File: config.mk
export PLATFORM = sky130hd
export DESIGN_NAME = bootstrap_strap_config
export DESIGN_NICKNAME = d
export VERILOG_FILES = /design/src/rtl/strap_cfg_pkg.sv /design/src/rtl/strap_snap_if.sv /design/src/rtl/bootstrap_strap_config.sv /design/src/rtl/strap_snap_store.sv
export SDC_FILE = /design/constraint.sdc
export NUM_CORES = 1
export LEC_CHECK = 0
export ABC_AREA = 1
export BUFFER_PORTS_ARGS = -buffer_cell sky130_fd_sc_hd__buf_2
export CAP_MARGIN = 5
export CORE_ASPECT_RATIO = 0.75
export CORE_UTILIZATION = 46
export DETAILED_ROUTE_END_ITERATION = 10
export GPL_TIMING_DRIVEN = 0
export PLACE_DENSITY = 0.91
export SLEW_MARGIN = 10
export SYNTH_ARGS = -nofsm -noshare
export SYNTH_HDL_FRONTEND = slang
export SYNTH_SLANG_ARGS = --single-unit
File: constraint.sdc
create_clock -name aclk -period 1.83 [get_ports aclk]
set_input_delay 0.366 -clock aclk [delete_from_list [all_inputs] [get_ports aclk]]
set_output_delay 0.366 -clock aclk [all_outputs]
set_load 0.03 [all_outputs]
File: src/rtl/strap_cfg_pkg.sv
// Constants for the reset-time configuration loader
package strap_cfg_pkg;
  localparam int GPIO_W          = 16;
  localparam int NIB0_LSB        = 0;
  localparam int NIB1_LSB        = 4;
  localparam int NIB_W           = 4;
  localparam int ROUTE0_BIT      = 8;
  localparam int ROUTE1_BIT      = 9;
  localparam int PROM_W_BIT      = 10;
  localparam int PROM_PRES_BIT   = 11;
  localparam int RID_LSB         = 12;
  localparam int RID_W           = 2;
  localparam int ROM_CHK_BIT     = 14;
  localparam int USB_TEST_BIT    = 15;
  localparam int CPU_CNT         = 4;
  localparam int ELINK_CNT       = 2;
  localparam int SNAP_W          = 22;
  // Snapshot word layout
  localparam int SN_GPIO_LSB     = 0;
  localparam int SN_DBG_EN       = 16;
  localparam int SN_BRK          = 17;
  localparam int SN_IFSEL        = 18;
  localparam int SN_IFFREQ       = 19;
  localparam int SN_IFWIDTH      = 20;
  localparam int SN_CLKSEL       = 21;
  // AXI4-Lite register map (byte addresses)
  localparam logic [11:0] ADDR_SNAP   = 12'h000;
  localparam logic [11:0] ADDR_STATUS = 12'h004;
  localparam logic [11:0] ADDR_CTRL   = 12'h008;
  localparam logic [1:0]  RESP_OKAY   = 2'h0;
  localparam logic [1:0]  RESP_SLVERR = 2'h2;
  localparam logic [1:0]  DEC_SHIFT   = 2'h2;
  // Memory width codes
  localparam logic [6:0]  DATA_W_WIDE   = 7'h40;
  localparam logic [6:0]  DATA_W_NARROW = 7'h20;
  localparam logic [5:0]  CHK_W_WIDE    = 6'h20;
  localparam logic [5:0]  CHK_W_NARROW  = 6'h10;
  localparam logic [4:0]  PROM_W_8      = 5'h08;
  localparam logic [4:0]  PROM_W_16     = 5'h10;
  typedef enum logic [2:0] {
    ST_CAPTURE = 3'b001,
    ST_HOLD    = 3'b010,
    ST_RELOAD  = 3'b100
  } load_state_t;
endpackage : strap_cfg_pkg

File: src/rtl/strap_snap_if.sv
// Carrier between loader and its snapshot store
`timescale 1ns/1ps
interface strap_snap_if;
  import strap_cfg_pkg::*;
  logic              wr_en;
  logic [SNAP_W-1:0] wr_data;
  logic [SNAP_W-1:0] rd_data;
  modport owner (output wr_en, output wr_data, input rd_data);
  modport store (input wr_en, input wr_data, output rd_data);
endinterface : strap_snap_if

File: src/rtl/bootstrap_strap_config.sv
// Reset-time strap capture and configuration decode
//
// The implementer's own choices: the AXI4-Lite interface to the registers and the address map.
`timescale 1ns/1ps
module bootstrap_strap_config
  import strap_cfg_pkg::*;
(
  input  wire logic              aclk,
  input  wire logic              aresetn,
  input  wire logic              dbg_en_strap,
  input  wire logic              brk_in,
  input  wire logic              mem_ifsel_strap,
  input  wire logic              mem_iffreq_strap,
  input  wire logic              mem_ifwidth_strap,
  input  wire logic              mem_clksel_strap,
  input  wire logic [GPIO_W-1:0] gpio_in,
  output logic                   dbg_bus_clk_en,
  output logic [ELINK_CNT-1:0]   ethernet_debug_link_en,
  output logic [ELINK_CNT-1:0]   ethernet_debug_link_route_dbg,
  output logic [NIB_W-1:0]       ethernet_debug_link0_addr_nib,
  output logic [NIB_W-1:0]       ethernet_debug_link1_addr_nib,
  output logic [CPU_CNT-1:0]     cpu_debug_force,
  output logic                   wdog_enable,
  output logic                   cpu0_start,
  output logic                   mem_sel_sdr,
  output logic [6:0]             mem_data_bits,
  output logic [5:0]             mem_check_bits,
  output logic                   mem_clk_alt_src,
  output logic [1:0]             mem_clk_ratio_sel,
  output logic [4:0]             prom_width_bits,
  output logic                   prom_present,
  output logic                   router_clk_en,
  output logic [RID_W-1:0]       router_id_low,
  output logic                   rom_check_enable,
  output logic                   usb_test_mode,
  input  wire logic [11:0]       s_axi_awaddr,
  input  wire logic              s_axi_awvalid,
  output logic                   s_axi_awready,
  input  wire logic [31:0]       s_axi_wdata,
  input  wire logic [3:0]        s_axi_wstrb,
  input  wire logic              s_axi_wvalid,
  output logic                   s_axi_wready,
  output logic [1:0]             s_axi_bresp,
  output logic                   s_axi_bvalid,
  input  wire logic              s_axi_bready,
  input  wire logic [11:0]       s_axi_araddr,
  input  wire logic              s_axi_arvalid,
  output logic                   s_axi_arready,
  output logic [31:0]            s_axi_rdata,
  output logic [1:0]             s_axi_rresp,
  output logic                   s_axi_rvalid,
  input  wire logic              s_axi_rready
);
  strap_snap_if snap ();

  strap_snap_store u_store (
    .aclk    (aclk),
    .aresetn (aresetn),
    .snap    (snap)
  );

  load_state_t       state_r;
  load_state_t       state_nxt;
  logic              reload_req_r;
  logic              rom_chk_sw_r;
  logic              rom_chk_ovr_r;
  logic [SNAP_W-1:0] sv;

  // Live strap word, captured while reset is held or on reload
  wire [SNAP_W-1:0] live_word = {mem_clksel_strap, mem_ifwidth_strap,
                                 mem_iffreq_strap, mem_ifsel_strap,
                                 brk_in, dbg_en_strap, gpio_in};
  wire in_reset = !aresetn;

  assign snap.wr_en   = in_reset || (state_r == ST_RELOAD);
  assign snap.wr_data = live_word;
  assign sv           = snap.rd_data;

  always_comb begin
    state_nxt = state_r;
    case (state_r)
      ST_CAPTURE: state_nxt = ST_HOLD;
      ST_HOLD:    if (reload_req_r) state_nxt = ST_RELOAD;
      ST_RELOAD:  state_nxt = ST_HOLD;
      default:    state_nxt = ST_HOLD;
    endcase
  end

  // Decoded configuration from the held snapshot; break force from live brk_in, ROM check overridable by software
  wire dbg     = sv[SN_DBG_EN];
  wire brk     = sv[SN_BRK];
  wire ifsel   = sv[SN_IFSEL];
  wire [GPIO_W-1:0] g = sv[SN_GPIO_LSB +: GPIO_W];

  wire              d_dbg_clk  = dbg;
  logic [ELINK_CNT-1:0] d_el_en;
  logic [CPU_CNT-1:0]   d_dbgf;
  wire              d_wdog     = !dbg && brk;
  wire              d_start    = dbg ? 1'b1 : brk;
  wire              d_sdr      = ifsel;
  wire [6:0] d_dbits = sv[SN_IFWIDTH] ? DATA_W_NARROW : DATA_W_WIDE;
  wire [5:0] d_cbits = sv[SN_IFWIDTH] ? CHK_W_NARROW : CHK_W_WIDE;
  wire              d_alt      = sv[SN_CLKSEL];
  wire [1:0]        d_ratio    = {ifsel, sv[SN_IFFREQ]};
  wire [NIB_W-1:0]  d_nib0     = g[NIB0_LSB +: NIB_W];
  wire [NIB_W-1:0]  d_nib1     = g[NIB1_LSB +: NIB_W];
  wire [ELINK_CNT-1:0] d_route = {g[ROUTE1_BIT], g[ROUTE0_BIT]};
  wire [4:0] d_pw = g[PROM_W_BIT] ? PROM_W_16 : PROM_W_8;
  wire              d_pres     = g[PROM_PRES_BIT];
  wire [RID_W-1:0]  d_rid      = g[RID_LSB +: RID_W];
  wire              d_rchk     = rom_chk_ovr_r ? rom_chk_sw_r
                                               : g[ROM_CHK_BIT];
  wire              d_usbt     = g[USB_TEST_BIT];

  // One enable per debug link, one break force per processor
  for (genvar i = 0; i < ELINK_CNT; i++) begin : g_link
    assign d_el_en[i] = dbg;
  end
  for (genvar i = 0; i < CPU_CNT; i++) begin : g_cpu
    assign d_dbgf[i] = dbg && brk_in;
  end

  // AXI4-Lite slave, one outstanding write and read
  logic aw_have_r;
  logic w_have_r;
  logic [11:0] aw_addr_r;
  logic [31:0] w_data_r;
  logic [3:0]  w_strb_r;

  wire aw_take = s_axi_awvalid && s_axi_awready;
  wire w_take  = s_axi_wvalid && s_axi_wready;
  wire do_wr   = aw_have_r && w_have_r && !s_axi_bvalid;
  wire wr_ctrl = (aw_addr_r >> DEC_SHIFT) == (ADDR_CTRL >> DEC_SHIFT);
  wire ar_take = s_axi_arvalid && s_axi_arready;
  wire [9:0] rd_idx = s_axi_araddr[11:2];
  wire rd_snap  = rd_idx == ADDR_SNAP[11:2];
  wire rd_stat  = rd_idx == ADDR_STATUS[11:2];
  wire rd_ctrl  = rd_idx == ADDR_CTRL[11:2];
  wire rd_hit   = rd_snap || rd_stat || rd_ctrl;
  wire [31:0] status_word = {24'h000000, state_r == ST_HOLD,
                             d_rchk, d_usbt, d_pres,
                             d_wdog, d_start, d_sdr, d_dbg_clk};
  wire [31:0] ctrl_word = {29'h00000000, reload_req_r,
                           rom_chk_ovr_r, rom_chk_sw_r};
  wire [31:0] rd_word = rd_snap ? {10'h000, sv} :
                        rd_stat ? status_word :
                        rd_ctrl ? ctrl_word : 32'h00000000;

  always_ff @(posedge aclk) begin
    if (!aresetn) begin
      aw_have_r <= 1'b0;
      aw_addr_r <= 12'h000;
    end else if (do_wr) begin
      aw_have_r <= 1'b0;
    end else if (aw_take) begin
      aw_have_r <= 1'b1;
      aw_addr_r <= s_axi_awaddr;
    end
  end

  always_ff @(posedge aclk) begin
    if (!aresetn) begin
      w_have_r <= 1'b0;
      w_data_r <= 32'h00000000;
      w_strb_r <= 4'h0;
    end else if (do_wr) begin
      w_have_r <= 1'b0;
    end else if (w_take) begin
      w_have_r <= 1'b1;
      w_data_r <= s_axi_wdata;
      w_strb_r <= s_axi_wstrb;
    end
  end

  // Response once both halves of a write are held
  always_ff @(posedge aclk) begin
    if (!aresetn) begin
      s_axi_bvalid <= 1'b0;
      s_axi_bresp  <= RESP_OKAY;
    end else if (do_wr) begin
      s_axi_bvalid <= 1'b1;
      s_axi_bresp  <= wr_ctrl ? RESP_OKAY : RESP_SLVERR;
    end else if (s_axi_bvalid && s_axi_bready) begin
      s_axi_bvalid <= 1'b0;
    end
  end

  always_ff @(posedge aclk) begin
    if (!aresetn) begin
      s_axi_awready <= 1'b0;
    end else begin
      s_axi_awready <= !aw_have_r && !aw_take && !s_axi_bvalid;
    end
  end

  always_ff @(posedge aclk) begin
    if (!aresetn) begin
      s_axi_wready <= 1'b0;
    end else begin
      s_axi_wready <= !w_have_r && !w_take && !s_axi_bvalid;
    end
  end

  wire ctrl_wr = do_wr && wr_ctrl && w_strb_r[0];

  always_ff @(posedge aclk) begin
    if (!aresetn) begin
      rom_chk_sw_r  <= 1'b0;
      rom_chk_ovr_r <= 1'b0;
    end else if (ctrl_wr) begin
      rom_chk_sw_r  <= w_data_r[0];
      rom_chk_ovr_r <= w_data_r[1];
    end
  end

  // Reload request clears itself once the new snapshot is taken
  always_ff @(posedge aclk) begin
    if (!aresetn) begin
      reload_req_r <= 1'b0;
    end else if (ctrl_wr) begin
      reload_req_r <= w_data_r[2];
    end else if (state_r == ST_RELOAD) begin
      reload_req_r <= 1'b0;
    end
  end

  always_ff @(posedge aclk) begin
    if (!aresetn) begin
      s_axi_arready <= 1'b0;
    end else begin
      s_axi_arready <= !s_axi_rvalid && !ar_take;
    end
  end

  always_ff @(posedge aclk) begin
    if (!aresetn) begin
      s_axi_rvalid <= 1'b0;
      s_axi_rdata  <= 32'h00000000;
      s_axi_rresp  <= RESP_OKAY;
    end else if (ar_take) begin
      s_axi_rvalid <= 1'b1;
      s_axi_rdata  <= rd_word;
      s_axi_rresp  <= rd_hit ? RESP_OKAY : RESP_SLVERR;
    end else if (s_axi_rvalid && s_axi_rready) begin
      s_axi_rvalid <= 1'b0;
    end
  end

  always_ff @(posedge aclk) begin
    if (!aresetn) begin
      state_r <= ST_CAPTURE;
    end else begin
      state_r <= state_nxt;
    end
  end

  // Registered configuration outputs; held at reset defaults while in reset (wide memory, 8-bit PROM, rest low)
  always_ff @(posedge aclk) begin
    if (!aresetn) begin
      dbg_bus_clk_en                <= 1'b0;
      ethernet_debug_link_en        <= '0;
      ethernet_debug_link_route_dbg <= '0;
      ethernet_debug_link0_addr_nib <= '0;
      ethernet_debug_link1_addr_nib <= '0;
    end else begin
      dbg_bus_clk_en                <= d_dbg_clk;
      ethernet_debug_link_en        <= d_el_en;
      ethernet_debug_link_route_dbg <= d_route;
      ethernet_debug_link0_addr_nib <= d_nib0;
      ethernet_debug_link1_addr_nib <= d_nib1;
    end
  end

  always_ff @(posedge aclk) begin
    if (!aresetn) begin
      cpu_debug_force <= '0;
      wdog_enable     <= 1'b0;
      cpu0_start      <= 1'b0;
    end else begin
      cpu_debug_force <= d_dbgf;
      wdog_enable     <= d_wdog;
      cpu0_start      <= d_start;
    end
  end

  always_ff @(posedge aclk) begin
    if (!aresetn) begin
      mem_sel_sdr       <= 1'b0;
      mem_data_bits     <= DATA_W_WIDE;
      mem_check_bits    <= CHK_W_WIDE;
      mem_clk_alt_src   <= 1'b0;
      mem_clk_ratio_sel <= 2'h0;
    end else begin
      mem_sel_sdr       <= d_sdr;
      mem_data_bits     <= d_dbits;
      mem_check_bits    <= d_cbits;
      mem_clk_alt_src   <= d_alt;
      mem_clk_ratio_sel <= d_ratio;
    end
  end

  always_ff @(posedge aclk) begin
    if (!aresetn) begin
      prom_width_bits <= PROM_W_8;
      prom_present    <= 1'b0;
      router_clk_en   <= 1'b0;
      router_id_low   <= '0;
    end else begin
      prom_width_bits <= d_pw;
      prom_present    <= d_pres;
      router_clk_en   <= d_pres;
      router_id_low   <= d_rid;
    end
  end

  always_ff @(posedge aclk) begin
    if (!aresetn) begin
      rom_check_enable <= 1'b0;
      usb_test_mode    <= 1'b0;
    end else begin
      rom_check_enable <= d_rchk;
      usb_test_mode    <= d_usbt;
    end
  end
endmodule : bootstrap_strap_config

File: src/rtl/strap_snap_store.sv
// Registered store of the strap snapshot
`timescale 1ns/1ps
module strap_snap_store
  import strap_cfg_pkg::*;
(
  input  wire logic    aclk,
  input  wire logic    aresetn,
  strap_snap_if.store  snap
);
  logic [SNAP_W-1:0] snap_r;

  // Loads, not clears, while reset is low
  always_ff @(posedge aclk) begin
    if (!aresetn || snap.wr_en) begin
      snap_r <= snap.wr_data;
    end
  end

  assign snap.rd_data = snap_r;
endmodule : strap_snap_store

==> impl_metrics.json, run 1 <==
{
  "wl_per_cell_um": 12.18,
  "final_util_pct": 60.19,
  "crit_chain": "inv_1 > nor3_1 > or2_2",
  "drv_slew": 0,
  "start_util_pct": 47.85,
  "synth_largest_area_cell": "dfxtp_1",
  "max_stage_delay_ns": 0.56,
  "vias": 3078,
  "io_pins": 177,
  "power.leakage_nw": 2.585,
  "worst-setup-path-type": "flop to flop",
  "slew_headroom_pct": 60.59,
  "avgSynthCellArea_um2": 9.064,
  "drtPass1Iterations": 4,
  "fin_nets": 657,
  "cts_sinks": 99,
  "cp_data_required_time_ns": 1.82,
  "hold_ws_ns": 0.1890,
  "critPathSlowestCell": "or2_2",
  "cp-end-kind": "flop",
  "cp_max_fo": 22,
  "peakVddDrop_uv": 554.6,
  "synth_top_area_share_pct": 40.69,
  "antenna_found_initial": 0,
  "grt_first_pass_wirelength_mm": 13.11,
  "dp_cells": 662,
  "area_growth_pct": 25.79,
  "hp-class": "input pin to flop",
  "rsz0062_at_grt": "no",
  "fmax_mhz": 654.0,
  "worst_pin_slew_ns": 0.5911,
  "rows": 28,
  "ys_seq_area_share_pct": 58.12,
  "grt_max_degree": 23,
  "synth_edf_count": 22,
  "first_iter_violations": 142,
  "antenna_cells": 0,
  "ys_ff_latch": 99,
  "synthesis.area_um2": 3789,
  "drc_errors": 0,
  "post-dp-hpwl_mm": 6.347,
  "numPortBuffers": 116,
  "postRouteAntennaNets": 0,
  "cts-buffers-inserted": 9,
  "root_buffer": "clkbuf_8",
  "hold_viol_final": 0,
  "cts_max_path_buffers": 2,
  "power_density_nw_per_um2": 886.0,
  "grt-ovfl-total": 0,
  "postCtsHoldBufs": 0,
  "async_reset_ff_share_pct": 0,
  "reg2reg_to": "u_store.snap.rd_data[1]$_DFFE_PP_",
  "synth.area.top_cells": "dfxtp_1 (41%), edfxtp_1 (17%), nand2_1 (7.2%)",
  "period_minus_slack_ns": 1.529,
  "hp-start": "dbg_en_strap",
  "synth_cell_types": 30,
  "status": "complete, no violations",
  "clk_pin_slew_ns": 0.09,
  "hold_end": "u_store.snap.rd_data[16]$_DFFE_PP_",
  "wirelength_mm": 8.256,
  "h-tree-depth": 3,
  "syn_inst": 418,
  "grt_usage_pct": 20.33,
  "gp_congestion": 0.8735,
  "ctsResizeCount": 0,
  "yosys_most_used_dff": "dfxtp_1",
  "yosysWarnings": 0,
  "grt_pass1_vias": 2888,
  "timing.final.crit_share_pct": 83.56,
  "cts_setup_buffers": 0,
  "skew_ns": 0.004925,
  "drv_cap": 0,
  "crit_path_start_kind": "flop",
  "final_cells": 678,
  "final-setup-viol-count": 0,
  "rr_startpoint": "state_r[2]$_SDFFE_PN0P_",
  "die_height_um": 80.60,
  "drive_above_1_share_pct": 33.68,
  "viasPerCell": 4.540,
  "cts_tree": "yes",
  "setup_tns_ns": 0,
  "cp.arrival_ns": 1.52,
  "coreArea_um2": 7918,
  "whs_path_depth": 1,
  "clock_latency_ns": 0.35,
  "rr_worst_depth": 3,
  "die_area_um2": 8607,
  "rrSetupSlack_ns": 0.30,
  "fp.dieW_um": 106.8
}
[registers in the layout, indices dropped and copies added, names as in the netlist, 2 cells and up]
signal                         count
s_axi_rdata                       22
u_store.snap.rd_data              22
aw_addr_r                         10
ethernet_debug_link0_addr_nib      4
ethernet_debug_link1_addr_nib      4
state_r                            3
w_data_r                           3
ethernet_debug_link_route_dbg      2
mem_data_bits                      2
prom_width_bits                    2
router_id_low                      2
[cells in the mapped netlist, types with 5 or more instances]
cell,number
nand3_1,14
a21oi_1,21
buf_4,35
o21ai_2,11
nor2_1,29
inv_1,72
nand2_1,73
nand2_2,5
dfxtp_1,77
o21ai_0,19
edfxtp_1,22
[critical path: cells and delay by family (launching register included)]
kind	cells	cell delay, ns
buffers and inverters	1	0.06
DFF	1	0.32
and+or+nand+nor	2	0.79
[power by group]
| part | internal [mW] | switching (mW) |
|---|---|---|
| Clock | 0.573 | 0.693 |
| Combinational | 0.188 | 0.385 |
| Sequential | 2.34 | 0.0449 |
| Total | 3.10 | 1.12 |
[per-layer routing]
metal | track usage, % | wire length [µm] | vias up
li1 | - | - | 1549
met5 | 0 | 0 | -
met3 | 5.519 | 565 | 14
met1 | 24.32 | 3629 | 1392
met4 | 9.315 | 138 | 0
met2 | 34.26 | 3922 | 123
[logic make-up after synthesis]
| group | count (synthesis) | share of synthesized area [%] |
|---|---|---|
| and+or+nand+nor | 139 | 16.31 |
| AOI/OAI and AO/OA | 59 | 9.313 |
| other | 1 | 0.09898 |
| DFF | 99 | 58.12 |
| buffers and inverters | 117 | 15.36 |
| muxes | 3 | 0.7926 |
[cells in the final DEF (no fill, tap or decap), types with 2 or more instances in the layout]
master      n
edfxtp_1   22
o21ai_0    19
o21ai_2    11
nand3_2     2
conb_1     24
mux2i_1     3
nand4_1     4
a21oi_1    21
nand3_1    14
nor2_2      3
nor4_1      2
nand2_1    73
nand2_2     5
a211oi_1    3
inv_1      72
clkbuf_8    9
dfxtp_1    77
buf_2     119
nor3_1      4
nor2_1     29
clkbuf_1    6
buf_4      35
clkinv_1    2
o211ai_1    3
[stage by stage]
stage / area, µm² / setup slack [ns] / total power [mW]
5_1_grt: 4766 / 0.1883 / 4.415
6_report: 4766 / 0.3009 / 4.222
2_1_floorplan: 3875 / 0.4340 / 2.830
4_1_cts: 4766 / 0.2851 / 4.260
3_5_place_dp: 4587 / 0.09757 / 3.007
3_3_place_gp: 4587 / 0.1157 / 2.990
[worst max-delay path by stage]
stage | slack, ns | cells after the start | endpoint | start
6_report | 0.30 | 3 | u_store.snap.rd_data[1]$_DFFE_PP_ | state_r[2]$_SDFFE_PN0P_
5_1_grt | 0.19 | 6 | s_axi_rdata[12]$_SDFFE_PN0P_ | s_axi_arready$_SDFF_PN0_
4_1_cts | 0.29 | 3 | u_store.snap.rd_data[6]$_DFFE_PP_ | state_r[2]$_SDFFE_PN0P_
3_5_place_dp | 0.1 | 3 | u_store.snap.rd_data[13]$_DFFE_PP_ | aresetn
3_3_place_gp | 0.12 | 3 | u_store.snap.rd_data[13]$_DFFE_PP_ | aresetn
2_1_floorplan | 0.43 | 6 | s_axi_rdata[6]$_SDFFE_PN0P_ | s_axi_arready$_SDFF_PN0_
[cell type report]
class                   instances  area (µm²)
fillers                       673        3152
clock buffers                  12       156.4
well taps                     105       131.4
multi-input cells             225        1091
inverters                      74       277.8
flip-flops and latches         99        2202
clock inverters                 4       22.52
plain buffers                  43       304.0
repair buffers                116       580.6
No activity file was read; power rests on OpenSTA's default activity.
==> inputs of run 2 (changes only) <==
Settings changed: ABC_AREA 1 to 0, PLACE_DENSITY 0.91 to 0.92.
Clock period 1.83 ns to 1.6 ns, I/O delays scaled along.
==> impl_metrics.json, run 2 <==
{
  "avgSynthCellArea_um2": 10.51,
  "drv_cap": 0,
  "hp-class": "input pin to flop",
  "synth_edf_count": 22,
  "clk_pin_slew_ns": 0.09,
  "yosys_most_used_dff": "dfxtp_1",
  "synth_cell_types": 38,
  "vias": 2956,
  "ys_ff_latch": 99,
  "first_iter_violations": 168,
  "skew_ns": 0.007874,
  "fmax_mhz": 681.3,
  "peakVddDrop_uv": 671.0,
  "drtPass1Iterations": 4,
  "async_reset_ff_share_pct": 0,
  "cts_tree": "yes",
  "worst-setup-path-type": "flop to flop",
  "rr_worst_depth": 2,
  "synth.most_common_cell": "dfxtp_1",
  "rr_startpoint": "state_r[2]$_SDFFE_PN0P_",
  "clock_latency_ns": 0.36,
  "cts_setup_buffers": 0,
  "final_common_cell": "buf_2",
  "crit_path_start_kind": "flop",
  "cp_data_required_time_ns": 1.63,
  "h-tree-depth": 3,
  "die_height_um": 78.88,
  "start_util_pct": 48.33,
  "cts-buffers-inserted": 9,
  "final_cell_mix": "buf_2 (123), dfxtp_1 (77), nand2_1 (44)",
  "finalWorstSetupSlack_ns": 0.1322,
  "drc_errors": 0,
  "root_buffer": "clkbuf_8",
  "gp_congestion": 0.8378,
  "viasPerCell": 4.918,
  "reg2reg_to": "u_store.snap.rd_data[10]$_DFFE_PP_",
  "io_pins": 177,
  "grt-ovfl-total": 0,
  "dp_cells": 585,
  "synth_top_area_share_pct": 42.53,
  "grt_max_degree": 23,
  "timing.final.crit_share_pct": 91.74,
  "area_growth_pct": 27.41,
  "grt_use_met2_pct": 36.89,
  "coreArea_um2": 7500,
  "finalPower_mw": 4.855,
  "yosysWarnings": 0,
  "hold_viol_final": 0,
  "postRouteAntennaNets": 0,
  "synth.area.top_cells": "dfxtp_1 (43%), edfxtp_1 (18%), buf_4 (6.8%)",
  "cts_sinks": 99,
  "grt_pass1_vias": 2749,
  "final_util_pct": 61.58,
  "busiest_layer": "met2",
  "startpoint": "state_r[2]$_SDFFE_PN0P_",
  "fillers": 624,
  "drive_above_1_share_pct": 35.60,
  "synth_compound_area_share_pct": 9.424,
  "wl_per_cell_um": 14.17,
  "cp.arrival_ns": 1.50,
  "fin_nets": 584,
  "fp.dieW_um": 104.5,
  "power.leakage_nw": 2.185,
  "drv_slew": 0,
  "period_minus_slack_ns": 1.468,
  "final_cells": 601,
  "rows": 27,
  "synthTopCellsByCount": "dfxtp_1 (77), nand2_1 (45), buf_4 (33)",
  "use_met1_pct": 24.49,
  "preCtsSetupSlack_ns": -0.3431,
  "grt_usage_pct": 20.90,
  "met3_usage_pct": 6.814,
  "postCtsHoldBufs": 0,
  "synth_xor_xnor_area_share_pct": 0,
  "cp-end-kind": "flop",
  "status": "complete, no violations",
  "rrSetupSlack_ns": 0.13,
  "cp_max_fo": 22,
  "synth_top_family_by_area": "simple AND/OR/NAND/NOR gates",
  "ctsResizeCount": 1,
  "numPortBuffers": 116,
  "rsz0062_at_grt": "no",
  "ys_seq_area_share_pct": 60.75,
  "antenna_found_initial": 0,
  "power_density_nw_per_um2": 1051,
  "worst_pin_slew_ns": 0.5635,
  "synth_largest_area_cell": "dfxtp_1",
  "synthesis.area_um2": 3625,
  "grt_first_pass_wirelength_mm": 13.17,
  "post-dp-hpwl_mm": 6.454,
  "final-setup-viol-count": 0,
  "synth.area.mux_share_pct": 2.209,
  "wirelength_mm": 8.518,
  "setup_tns_ns": 0,
  "syn_inst": 345,
  "die_area_um2": 8242,
  "slew_headroom_pct": 62.30,
  "antenna_cells": 0,
  "cp-endpoint": "u_store.snap.rd_data[10]$_DFFE_PP_",
  "synthAdderAreaFrac_pct": 0,
  "yosys.area_share.simple_pct": 17.71,
  "cts_max_path_buffers": 2
}
==> run 2: per-stage QoR <==
stage | hold slack [ns] | instance area (µm²)
3_3_place_gp | 0.4252 | 4420
2_1_floorplan | 0.4189 | 3714
6_report | 0.1319 | 4618
5_1_grt | 0.1023 | 4618
4_1_cts | 0.1209 | 4618
3_5_place_dp | 0.4406 | 4420
==> run 2: cell type report <==
type	instances	area [µm²]	share of cell area, %
sequential	99	2202	47.68
tap	101	126.4	2.736
inverter	11	41.29	0.8941
buffer	48	314.1	6.800
clock inverter	6	65.06	1.409
clock buffer	10	127.6	2.763
multi-input combinational	210	1161	25.14
timing repair buffer	116	580.6	12.57
==> run 2: worst min-delay path by stage <==
stage / slack, ns / endpoint / from / cells after the start
floorplan: 0.42 / u_store.snap.rd_data[0]$_DFFE_PP_ / gpio_in[0] / 0
global placement: 0.43 / mem_clk_alt_src$_SDFF_PN0_ / u_store.snap.rd_data[21]$_DFFE_PP_ / 2
detailed placement: 0.44 / mem_clk_alt_src$_SDFF_PN0_ / u_store.snap.rd_data[21]$_DFFE_PP_ / 2
CTS: 0.12 / u_store.snap.rd_data[7]$_DFFE_PP_ / gpio_in[7] / 1
global route: 0.10 / u_store.snap.rd_data[4]$_DFFE_PP_ / gpio_in[4] / 1
finish: 0.13 / u_store.snap.rd_data[7]$_DFFE_PP_ / gpio_in[7] / 1
==> run 2: worst max-delay path, cell delays in order, from the launching register on <==
cell and delay, ns:
dfxtp_1 0.34, or3b_2 0.50, nand2_4 0.28
==> run 2: logic make-up after synthesis <==
logic type,Yosys count
compound gates,64
buf+inv,59
flops,99
simple gates,114
mux,8
other cells,1
==> run 2: metal layers <==
layer / part of all wire [%] / routed length [µm]
met5: 0 / 0
met4: 0.81 / 69
met3: 7.9 / 676
met2: 50 / 4234
met1: 42 / 3538
==> run 2: report_power, final <==
group | internal [mW] | total, mW | switching [mW]
registers | 2.66 | 2.71 | 0.0501
logic | 0.206 | 0.599 | 0.393
clock network | 0.727 | 1.55 | 0.823
==> inputs of run 3 (changes only) <==
Settings changed: SETUP_SLACK_MARGIN set to 0.5.
==> impl_metrics.json, run 3 (synthesis results as in run 2) <==
{
  "root_buffer": "clkbuf_8",
  "gp_congestion": 0.8699,
  "io_pins": 177,
  "fillers": 414,
  "worst-setup-path-type": "flop to flop",
  "die_height_um": 78.88,
  "cts-buffers-inserted": 9,
  "area_growth_pct": 58.20,
  "power_density_nw_per_um2": 911.3,
  "peakVddDrop_uv": 813.5,
  "start_util_pct": 48.33,
  "wl_per_cell_um": 20.62,
  "wirelength_mm": 12.91,
  "rrSetupSlack_ns": 0.28,
  "preCtsSetupSlack_ns": -0.03712,
  "final_util_pct": 76.46,
  "rsz0062_at_grt": "yes",
  "die_area_um2": 8242,
  "cts_tree": "yes",
  "hold_viol_final": 0,
  "h-tree-depth": 3,
  "antenna_found_initial": 1,
  "final-setup-viol-count": 0,
  "grt_usage_pct": 27.21,
  "startpoint": "s_axi_bvalid$_SDFFE_PN0P_",
  "drive_above_1_share_pct": 60.50,
  "finalWorstSetupSlack_ns": 0.2813,
  "viasPerCell": 5.655,
  "power.leakage_nw": 2.533,
  "skew_ns": 0.01939,
  "first_iter_violations": 339,
  "clk_pin_slew_ns": 0.11,
  "worst_pin_slew_ns": 0.5098,
  "fp.dieW_um": 104.5,
  "slew_headroom_pct": 65.97,
  "clock_latency_ns": 0.38,
  "cp_max_fo": 6,
  "grt_first_pass_wirelength_mm": 17.04,
  "rr_worst_depth": 5,
  "final_common_cell": "buf_6",
  "drv_slew": 0,
  "drtPass1Iterations": 5,
  "drv_cap": 0,
  "cp.arrival_ns": 1.56,
  "cp-end-kind": "flop",
  "cts_max_path_buffers": 2,
  "crit_path_start_kind": "flop",
  "whs_path_depth": 1,
  "rows": 27,
  "hp-class": "input pin to flop",
  "postRouteAntennaNets": 0,
  "final_cell_mix": "buf_6 (82), dfxtp_2 (57), buf_2 (55)",
  "fmax_mhz": 758.3,
  "vias": 3540,
  "rr_startpoint": "s_axi_bvalid$_SDFFE_PN0P_",
  "cp_data_required_time_ns": 1.84,
  "numPortBuffers": 116,
  "grt_pass1_vias": 3256,
  "grt_max_degree": 18,
  "timing.final.crit_share_pct": 82.42,
  "reg2reg_to": "aw_addr_r[4]$_SDFFE_PN0P_",
  "fin_nets": 608,
  "post-dp-hpwl_mm": 6.417,
  "drc_errors": 0,
  "postCtsHoldBufs": 0,
  "cp-endpoint": "aw_addr_r[4]$_SDFFE_PN0P_",
  "grt-ovfl-total": 0,
  "cts_sinks": 99,
  "period_minus_slack_ns": 1.319,
  "status": "complete, no violations",
  "coreArea_um2": 7500
}
run 3: cell types whose count changed in the layout (fill, tap and decap cells not counted), moves of 8 or more:
cell / previous run / this run
dfxtp_1: 77 / 16
buf_2: 123 / 55
clkbuf_1: 8 / 0
a21oi_2: 0 / 8
buf_6: 0 / 82
dfxtp_2: 0 / 57
a21oi_1: 17 / 9
o21ai_0: 25 / 3
o21ai_2: 0 / 15
run 3: what timing repair did:
action / CTS / global route
endpoints found under the setup margin: 128 / 133
cloned: 5 / 1
setup buffers: 9 / 9
gates resized for setup: 224 / 76
pin swaps: 17 / 24
run 3: worst min path at each step:
stage	startpoint	endpoint
2_1_floorplan	gpio_in[0]	u_store.snap.rd_data[0]$_DFFE_PP_
3_3_place_gp	s_axi_rvalid$_SDFFE_PN0P_	s_axi_arready$_SDFF_PN0_
4_1_cts	gpio_in[9]	u_store.snap.rd_data[9]$_DFFE_PP_
6_report	dbg_en_strap	u_store.snap.rd_data[16]$_DFFE_PP_
5_1_grt	gpio_in[1]	u_store.snap.rd_data[1]$_DFFE_PP_
3_5_place_dp	s_axi_rvalid$_SDFFE_PN0P_	s_axi_arready$_SDFF_PN0_
run 3: power by group:
| part | switching, mW | internal, mW | leakage (nW) | total [mW] |
|---|---|---|---|---|
| clock | 0.910 | 0.735 | 0.104 | 1.64 |
| sequential | 0.0881 | 2.66 | 0.869 | 2.75 |
| combinational | 0.487 | 0.343 | 1.56 | 0.830 |
run 3: area by class of cell:
cell class	instances	area [µm²]	area share, %
well taps	101	126.4	2.204
multi-input cells	214	1513	26.38
plain buffers	48	399.1	6.961
inverters	11	41.29	0.7201
repair buffers	136	1165	20.31
clock inverters	7	75.07	1.309
clock buffers	9	123.9	2.160
diodes	1	2.502	0.04364
flip-flops and latches	99	2288	39.91
run 3: critical path, cell delays in order (launching register included):
cell and delay [ns]:
dfxtp_4 0.37, and3b_2 0.27, buf_6 0.14, buf_8 0.13
o21ai_2 0.17, a21oi_1 0.11
run 3: routing by layer:
| layer | global-route usage, % | vias up | part of all wire, % |
|---|---|---|---|
| li1 | - | 1486 | - |
| met1 | 31.88 | 1672 | 36 |
| met2 | 45.70 | 302 | 48 |
| met3 | 5.172 | 80 | 9.1 |
| met4 | 19.00 | 0 | 6.8 |
| met5 | 0 | - | 0 |
run 3: per-stage QoR:
stage / total power [mW] / instance area, µm² / instances / hold slack (ns) / setup TNS [ns]
after detailed placement: 3.363 / 4466 / 585 / 0.4332 / -0.06160
after CTS: 5.077 / 5400 / 615 / 0.1118 / 0
after global placement: 3.340 / 4466 / 585 / 0.4252 / 0
after floorplan: 3.167 / 3759 / 368 / 0.4189 / 0
final: 5.226 / 5734 / 626 / 0.1105 / 0
after global routing: 5.352 / 5734 / 626 / 0.1054 / 0
